### config.mk
export PLATFORM = sky130hd
export DESIGN_NAME = hrbc_counter
export DESIGN_NICKNAME = d
export VERILOG_FILES = /design/src/logic/hrbc_pkg.sv /design/src/logic/hrbc_counter.sv
export VERILOG_INCLUDE_DIRS = /design/src /design/src/logic
export SDC_FILE = /design/constraint.sdc
export NUM_CORES = 1
export LEC_CHECK = 0
export BUFFER_PORTS_ARGS = -buffer_cell sky130_fd_sc_hd__buf_4
export CAP_MARGIN = 20
export CORE_MARGIN = 10
export CORE_UTILIZATION = 48
export DETAILED_ROUTE_END_ITERATION = 8
export PLACE_DENSITY = 0.78
export SLEW_MARGIN = 15
export SYNTH_ARGS = -nofsm -noshare
export SYNTH_HDL_FRONTEND = slang
export SYNTH_SLANG_ARGS = --single-unit
### constraint.sdc
create_clock -name I_SYS_CLK -period 1.4 [get_ports I_SYS_CLK]
set_clock_uncertainty 0.2 [all_clocks]
set_input_delay 0.28 -clock I_SYS_CLK [delete_from_list [all_inputs] [get_ports I_SYS_CLK]]
set_output_delay 0.28 -clock I_SYS_CLK [all_outputs]
set_load 0.005 [all_outputs]
### src/logic/hrbc_consts.svh
// constants for the receive frame byte counter
`ifndef HRBC_CONSTS_SVH
`define HRBC_CONSTS_SVH
`define HRBC_CNT_W        14
`define HRBC_CNT_ZERO     14'h0000
`define HRBC_CNT_ONE      14'h0001
`define HRBC_STAT_W       5
`define HRBC_FIFO_EN_BIT  2
`endif

### src/logic/hrbc_pkg.sv
// types for the receive frame byte counter
`include "hrbc_consts.svh"
package hrbc_pkg;
    // one status fifo entry: frame status plus finished byte count
    typedef struct packed {
        logic [`HRBC_STAT_W-1:0] status;
        logic [`HRBC_CNT_W-1:0]  count;
    } hrbc_entry_type;
endpackage

### src/logic/hrbc_counter.sv
// receive frame byte counter with end-of-frame capture to the status fifo
//
// Function
// - fourteen bit counter covers frames up to 16383 bytes
// - counts only in bit-oriented synchronous mode
// - flag reception in sync mode clears the counter
// - capture of count precedes flag clear
// - each data fifo write adds one
// - end of frame pushes status with count
// - status fifo enabled by bit 2 and sync mode
// - push into full fifo sets sticky overflow
////////////////////////////////////////////////////////////////////////////////
// operation
//   all strobes come from receiver logic on the same clock and are taken on
//   the rising edge at which they stand high; every answer appears one edge
//   later, so the block adds exactly one cycle of latency to each event.
//
// timing of a frame end
//   edge n  : end of frame and flag may both stand high
//   edge n+1: push pulse is high, entry holds the pre-clear count, and the
//             live count reads zero; the push pulse lasts one cycle only
//   the entry is loaded from count_reg, not count_next, which is what keeps
//   the finished count intact when the closing flag and end of frame meet.
//
// ordering inside one cycle
//   clear beats increment: a byte written in the same cycle as a flag is
//   lost from both frames, which matches a flag that closes the frame.
//   channel reset clears whatever the mode; a flag clears only in sync mode.
//
// limitations
//   the count wraps silently past 16383 bytes; longer frames need software
//   to notice the wrap from other status.
//   the overflow flag is sticky and only drops when the fifo enable drops
//   (control bit low or mode left), matching a disable and re-enable.
//   the enable output lags the control bit by one cycle, so a partner fifo
//   that resets its pointers on it sees the drop one cycle late.
//
// reset
//   the board reset is taken asynchronously and released through two flops;
//   all state below uses the released copy, so nothing moves until the third
//   edge after the pin rises.
////////////////////////////////////////////////////////////////////////////////
`timescale 1ns/1ps
`default_nettype none
`include "hrbc_consts.svh"
module hrbc_counter
    import hrbc_pkg::*;
(
    input  wire logic                     I_SYS_CLK,
    input  wire logic                     I_RST_B,
    input  wire logic                     I_CHAN_RST,
    input  wire logic                     I_SYNC_MODE,
    input  wire logic [7:0]               I_FIFO_CTRL,
    input  wire logic                     I_FLAG_DET,
    input  wire logic                     I_EOF,
    input  wire logic                     I_DFIFO_WR,
    input  wire logic [`HRBC_STAT_W-1:0]  I_FRAME_STAT,
    input  wire logic                     I_SFIFO_FULL,
    output var  logic                     O_SFIFO_PUSH,
    output var  hrbc_entry_type           O_SFIFO_ENTRY,
    output var  logic                     O_SFIFO_EN,
    output var  logic                     O_OVERFLOW,
    output var  logic [`HRBC_CNT_W-1:0]   O_COUNT
);

    ////////////////////////////////////////////////////////////////////////////
    // reset release: async assert, two-flop synchronised release
    logic rst_meta_reg;
    logic rst_sync_reg;

    always_ff @(posedge I_SYS_CLK or negedge I_RST_B) begin
        if (!I_RST_B) begin
            rst_meta_reg <= 1'b0;
            rst_sync_reg <= 1'b0;
        end else begin
            rst_meta_reg <= 1'b1;
            rst_sync_reg <= rst_meta_reg;
        end
    end

    wire logic rst_b = rst_sync_reg;

    ////////////////////////////////////////////////////////////////////////////
    // decode: strobes come from same-clock receiver logic, no synchronisers
    wire logic fifo_en_bit = I_FIFO_CTRL[`HRBC_FIFO_EN_BIT];
    wire logic sfifo_en    = fifo_en_bit & I_SYNC_MODE;
    wire logic do_push     = I_EOF & sfifo_en;
    // clear wins over increment; push samples the pre-clear count
    wire logic do_clear    = I_CHAN_RST | (I_FLAG_DET & I_SYNC_MODE);
    wire logic do_inc      = I_DFIFO_WR & I_SYNC_MODE;

    logic [`HRBC_CNT_W-1:0] count_reg;
    logic [`HRBC_CNT_W-1:0] count_next;
    logic                   ovf_reg;
    logic                   ovf_next;

    // next count: clear, else wrap-around increment in 14 bits
    assign count_next = do_clear ? `HRBC_CNT_ZERO :
                        do_inc   ? count_reg + `HRBC_CNT_ONE :
                                   count_reg;

    // overflow is sticky; only disabling the status fifo clears it
    assign ovf_next = !sfifo_en ? 1'b0 :
                      (do_push & I_SFIFO_FULL) ? 1'b1 :
                      ovf_reg;

    ////////////////////////////////////////////////////////////////////////////
    // counter and overflow flag
    always_ff @(posedge I_SYS_CLK or negedge rst_b) begin
        if (!rst_b) begin
            count_reg <= `HRBC_CNT_ZERO;
            ovf_reg   <= 1'b0;
        end else begin
            count_reg <= count_next;
            ovf_reg   <= ovf_next;
        end
    end

    ////////////////////////////////////////////////////////////////////////////
    // registered outputs; entry captures the count before the flag clear lands
    always_ff @(posedge I_SYS_CLK or negedge rst_b) begin
        if (!rst_b) begin
            O_SFIFO_PUSH  <= 1'b0;
            O_SFIFO_ENTRY <= '0;
            O_SFIFO_EN    <= 1'b0;
        end else begin
            O_SFIFO_PUSH <= do_push & ~I_SFIFO_FULL;
            O_SFIFO_EN   <= sfifo_en;
            if (do_push) begin
                O_SFIFO_ENTRY <= '{status: I_FRAME_STAT, count: count_reg};
            end
        end
    end

    assign O_OVERFLOW = ovf_reg;
    assign O_COUNT    = count_reg;

    ////////////////////////////////////////////////////////////////////////////
    // checks
    AST_CLEAR: assert property (@(posedge I_SYS_CLK) disable iff (!rst_b)
        (I_FLAG_DET && I_SYNC_MODE) |=> (count_reg == `HRBC_CNT_ZERO))
        else $error("flag did not clear counter");
    AST_INC: assert property (@(posedge I_SYS_CLK) disable iff (!rst_b)
        (do_inc && !do_clear) |=> (count_reg == $past(count_reg) + `HRBC_CNT_ONE))
        else $error("data write did not advance counter");
    AST_MODE: assert property (@(posedge I_SYS_CLK) disable iff (!rst_b)
        (!I_SYNC_MODE && !I_CHAN_RST) |=> $stable(count_reg))
        else $error("counter moved outside sync mode");
    AST_CAPTURE: assert property (@(posedge I_SYS_CLK) disable iff (!rst_b)
        (do_push && I_FLAG_DET) |=> (O_SFIFO_ENTRY.count == $past(count_reg)))
        else $error("count lost to flag clear");
    AST_PUSH: assert property (@(posedge I_SYS_CLK) disable iff (!rst_b)
        (do_push && !I_SFIFO_FULL) |=> O_SFIFO_PUSH)
        else $error("end of frame not pushed");
    AST_ENABLE: assert property (@(posedge I_SYS_CLK) disable iff (!rst_b)
        O_SFIFO_PUSH |-> $past(fifo_en_bit && I_SYNC_MODE))
        else $error("push while fifo disabled");
    AST_OVF: assert property (@(posedge I_SYS_CLK) disable iff (!rst_b)
        (do_push && I_SFIFO_FULL) |=> (O_OVERFLOW && !O_SFIFO_PUSH))
        else $error("overflow not flagged");
    AST_OVF_HOLD: assert property (@(posedge I_SYS_CLK) disable iff (!rst_b)
        (O_OVERFLOW && sfifo_en) |=> O_OVERFLOW)
        else $error("overflow dropped while enabled");
    AST_CHRST: assert property (@(posedge I_SYS_CLK) disable iff (!rst_b)
        I_CHAN_RST |=> (count_reg == `HRBC_CNT_ZERO))
        else $error("channel reset did not clear counter");
    AST_WRAP: assert property (@(posedge I_SYS_CLK) disable iff (!rst_b)
        (do_inc && !do_clear && (&count_reg)) |=> (count_reg == `HRBC_CNT_ZERO))
        else $error("14-bit wrap wrong");

    // frame status travels with the count in the same entry
    AST_STAT_CAPTURE: assert property (@(posedge I_SYS_CLK) disable iff (!rst_b)
        do_push |=> (O_SFIFO_ENTRY.status == $past(I_FRAME_STAT)))
        else $error("frame status not captured");
    // entry stands until the next end of frame, so a slow fifo can still take it
    AST_ENTRY_HOLD: assert property (@(posedge I_SYS_CLK) disable iff (!rst_b)
        !do_push |=> $stable(O_SFIFO_ENTRY))
        else $error("entry changed without end of frame");
    // no push pulse without an accepted end of frame
    AST_NO_PUSH: assert property (@(posedge I_SYS_CLK) disable iff (!rst_b)
        !do_push |=> !O_SFIFO_PUSH)
        else $error("push without end of frame");
    // enable output follows bit and mode one cycle late
    AST_EN_HIGH: assert property (@(posedge I_SYS_CLK) disable iff (!rst_b)
        sfifo_en |=> O_SFIFO_EN)
        else $error("fifo enable not raised");
    AST_EN_LOW: assert property (@(posedge I_SYS_CLK) disable iff (!rst_b)
        !sfifo_en |=> !O_SFIFO_EN)
        else $error("fifo enable not dropped");
    // dropping the enable is the only way to clear the overflow flag
    AST_OVF_CLEAR: assert property (@(posedge I_SYS_CLK) disable iff (!rst_b)
        !sfifo_en |=> !O_OVERFLOW)
        else $error("overflow not cleared by disable");
    // overflow rises only on a push into a full fifo
    AST_OVF_ONLY_FULL: assert property (@(posedge I_SYS_CLK) disable iff (!rst_b)
        (!O_OVERFLOW && !(do_push && I_SFIFO_FULL)) |=> !O_OVERFLOW)
        else $error("overflow set without full push");
    // counter stands still without a byte write or a clear
    AST_HOLD: assert property (@(posedge I_SYS_CLK) disable iff (!rst_b)
        (!do_inc && !do_clear) |=> $stable(count_reg))
        else $error("counter moved without a byte");
    // a flag outside sync mode must not clear the count
    AST_FLAG_IGNORED: assert property (@(posedge I_SYS_CLK) disable iff (!rst_b)
        (I_FLAG_DET && !I_SYNC_MODE && !I_CHAN_RST) |=> $stable(count_reg))
        else $error("flag cleared counter outside sync mode");
    // clear wins when a byte and a flag share a cycle
    AST_CLEAR_WINS: assert property (@(posedge I_SYS_CLK) disable iff (!rst_b)
        (do_clear && do_inc) |=> (count_reg == `HRBC_CNT_ZERO))
        else $error("increment beat the clear");
    // live count output mirrors the counter register
    AST_COUNT_OUT: assert property (@(posedge I_SYS_CLK) disable iff (!rst_b)
        do_inc |=> (O_COUNT == count_reg))
        else $error("count output differs from counter");

endmodule // hrbc_counter
`default_nettype wire

; ---- Yosys cells after proc, flatten, opt, wreduce, memory -nomap -nowiden
; Index checks and enable logic that the tools add are counted.
[totals]
reg_bits = 38
inputBits = 21
out_inout_bits = 36
[classes]
n_addsub = 1
eq_ne = 1
muxes = 4
n_bitwise = 8
reduce_logical = 1
[ops]
columns = cell, n
row1 = $mux W14, 2
row2 = $add A14 B1 Y14 const B, 1
row3 = $and A1 B1 Y1, 6
row4 = $mux W1, 2
row5 = $ne A2 B1 Y1 const B, 1
row6 = $reduce_bool A2 Y1, 1
row7 = $not A1 Y1, 1
row8 = $or A1 B1 Y1, 1

; ---- Logic depth before layout (Yosys ltp)
[depth]
depth_word = 5
mapped_depth = 5
ltp_nobuf = 4

; ---- Worst setup path after synthesis
; No wires, ideal clock.
[synth_timing]
kind = register -> register
from = reg count_reg[0] (netlist: O_COUNT[0])
to = reg count_reg[8] (netlist: O_COUNT[8])
setup_ps = 78
t_arrival_ps = 1233
required_time_ps = 1122
slack_ps = -112
stages_incl_launch_ff = 5
synth_period_minus_slack_ps = 1512
path_cell_list = dfrtp_1 -> ha_1 -> o2111ai_1 -> or3_1 -> a21oi_1
[synth_between]
elab_chain_cells = 3
[synth_rtl]
columns = item, line_no
row1 = from (decl), hrbc_counter.sv:92  ; logic [`HRBC_CNT_W-1:0] count_reg;
row2 = from (signal assigned), hrbc_counter.sv:111  ; count_reg <= `HRBC_CNT_ZERO;
row3 = from (signal assigned), hrbc_counter.sv:114  ; count_reg <= count_next;
row4 = $add A14 B1 Y14 (no line), -
row5 = $mux W14, hrbc_counter.sv:99  ; do_inc ? count_reg + `HRBC_CNT_ONE :
row6 = $mux W14, hrbc_counter.sv:98  ; assign count_next = do_clear ? `HRBC_CNT_ZERO :
; Every way passes these cells. The select of a mux whose other input is x is not followed.
; A chain may end at the register's enable or synchronous reset.

; ---- Worst setup path after layout
[layout_timing]
from = reg count_reg[4] (netlist: O_COUNT[4])
to = reg count_reg[8] (netlist: O_COUNT[8])
; Same word-level chain as after synthesis.

==> summary.txt <==
post-synth cell types - 32
HP Class - input pin to flip-flop
DR iter-0 viols - 128
ant diodes - 0
Peak Freq - 632 MHz
GRT overflow - 0
power per cell area - 797 nW/um2
Post-DRT Antenna Nets - 0
core area - 3130 um2
FP Rows - 20
Die Area - 6030 um2
largest net degree at the start of global routing - 37
Startpoint Class - flip-flop
total power - 0.00219 W
CTS Sinks - 38
total track usage - 16.0%
CTS tree - built
area grow syn2layout - 72.5%
Clock Latency Late Sink - 0.36 ns
count of pins over their slew limit - 0
Starting Density - 51.0%
Vias - 1485
syn nets - 152
VDD IR max - 0.000709 V
Worst Hold Launch - I_EOF
max-cap violation count - 0
final hold violation count - 1
IO Count - 57
final estimated routing congestion in global placement - 0.817
vias per std cell - 5.40
DP Wirelength - 3030 um
final setup fails - 23
RSZ-0062 raised after global routing - yes
final setup margin - -0.183 ns
maximum fanout along the worst path - 4
reg-to-reg startpoint - O_COUNT[4]
share of cells above drive strength 1 - 58.9%
CTS Root Cell - clkbuf_4
First-pass DRT Iterations - 4
per-instance average area after synthesis - 12.4 um2
Die Height - 77.7 um
register area share after synthesis - 59.6%
Layout Nets - 254
FILL cells - 138
Worst setup EP type - flip-flop
# port buffers - 49
DRC viols - 0
clock-pin slew on the worst setup and hold paths - 0.11 ns
critical path type - flip-flop to flip-flop
crit share post-route - 113%
vias in the first global route - 1582
synth warn - 0
outcome - finished with violations
failing checks - hold timing, setup timing
Data required, critical path - 1.49 ns
Largest Register - O_SFIFO_ENTRY
final WL - 5550 um
H-tree depth - 2
Largest register FFs - 19
Routed WL per cell - 20.2 um
Post-Syn Area - 1600 um2
Post-Route Hold Slack - -0.00101 ns
worst setup path startpoint - O_COUNT[4]
Max Root-Sink Buffers - 2
Yosys reg bits - 38
Syn Inst Count - 129
antenna violations before repair - 0
cell leakage power - 1.31 nW
total CTS buffers - 5
crit path DAT - 1.67 ns
first-pass GRT wire length - 7960 um
post-route minimum period - 1.58 ns
Die X - 77.7 um
## worst max-delay path: stages, from the launching register on
cell and delay, ns:
dfrtp_1 0.40, and3_4 0.26, o2111ai_4 0.16, or3_1 0.35
a21oi_2 0.14
## worst paths after layout
check / end / slack (ns) / cells past startpoint
worst min-delay path: O_OVERFLOW / -0.001 / 3
worst max-delay path: O_COUNT[8] / -0.18 / 4
max in group asynchronous: O_COUNT[2] / 0.56 / 1
worst min register to register: O_COUNT[5] / 0.10 / 1
min in group asynchronous: rst_meta_reg / 0.04 / 2
worst max register to register: O_COUNT[8] / -0.18 / 4
## report_power, final
part | switching (W) | internal [W] | leakage [nW]
Combinational | 0.000121 | 0.000145 | 0.759
Sequential | 0.0000247 | 0.00114 | 0.505
Clock | 0.000349 | 0.000416 | 0.0443
Total | 0.000495 | 0.00170 | 1.31
## layout by cell type (no fill, tap or decap), types with 2 or more instances in the layout
master          n
clkbuf_4        5
nand2_1         7
dfrtp_2         5
mux2_1          8
a21oi_1         4
nand4_1         2
dlygate4sd3_1   8
dfrtp_1        33
buf_4          61
nand3_1         2
mux2_2         10
or3_4           2
ha_4            2
nor2_1          7
or3_1           4
o2111ai_4       2
nor3_4          2
inv_1           2
xor2_1          2
a21oi_2         6
and3_4          2
xnor2_1         2
o21ai_0         7
buf_6          29
## layout make-up
cell class	instances	area, um2	area share [%]
clock buffer	6	51.3	1.86
tap	44	55.1	2.00
sequential	38	957	34.8
multi-input combinational	86	786	28.6
timing repair buffer	98	865	31.4
clock inverter	1	30.0	1.09
inverter	2	7.51	0.273
## repair_timing
| action | in CTS | in global routing |
|---|---|---|
| endpoints found under the setup margin | 24 | 26 |
| pin swaps | 9 | 9 |
| resized for setup | 30 | 29 |
| hold buffers | 8 | 0 |
| setup buffers | 18 | 1 |
| hold endpoints to repair | 9 | 0 |
## metal layers
layer | up-vias | share of wire, % | GRT usage (%)
met5 | - | 0 | 0
met4 | 0 | 3.4 | 5.66
met3 | 20 | 6.3 | 5.30
met2 | 63 | 51 | 28.1
met1 | 726 | 39 | 17.7
li1 | 676 | - | -
## stage by stage
stage	setup WS [ns]	std cells	instance area, um2	setup TNS, ns	utilization (%)
finish	-0.183	275	2750	-2.51	88.0
global route	-0.264	275	2750	-3.63	88.0
CTS	-0.128	274	2610	-1.72	83.4
detailed placement	-0.166	241	2180	-3.26	69.8
global placement	-0.122	241	2180	-2.46	69.8
floorplan	-0.0921	129	1610	-0.480	-
## cell families (layout without fill, tap and decap cells)
| family | count (synthesis) | count (layout) | share of synthesized area, % |
|---|---|---|---|
| flip-flops | 38 | 38 | 59.6 |
| AND/OR/NAND/NOR | 34 | 34 | 11.6 |
| other | 1 | 1 | 0.235 |
| XOR/XNOR | 5 | 5 | 2.75 |
| multiplexers | 18 | 18 | 12.7 |
| buffers and inverters | 5 | 107 | 1.33 |
| adder cells (fa/ha/maj) | 2 | 2 | 1.57 |
| AO/OA/AOI/OAI | 26 | 26 | 10.2 |
## Yosys cell counts
library cell  number  share of area [%]
or4b_1             1               0.63
nor3_1             2               0.63
and3_2             1               0.47
mux2_2            10                7.1
o2111ai_1          2                1.1
nand2_1            7                1.6
xor2_1             2                1.1
and3_1             1               0.39
a211oi_1           1               0.47
a31o_1             1               0.55
xnor2_1            3                1.6
o2111a_1           1               0.71
dfrtp_1           38                 60
a21oi_1           10                3.1
conb_1             1               0.24
o21a_1             1               0.47
nor2b_1            1               0.39
nor2_1             7                1.6
and2_1             1               0.39
o211ai_2           1               0.78
a21o_1             1               0.47
o21ai_0            8                2.5
buf_1              1               0.24
mux2_1             8                5.6
or3_1              6                2.4
nand3_1            3               0.94
ha_1               2                1.6
buf_2              2               0.63
inv_1              2               0.47
nand3_2            1               0.63
and4_4             1               0.71
nand4_1            2               0.78
Power figures use the tool's default switching activity.
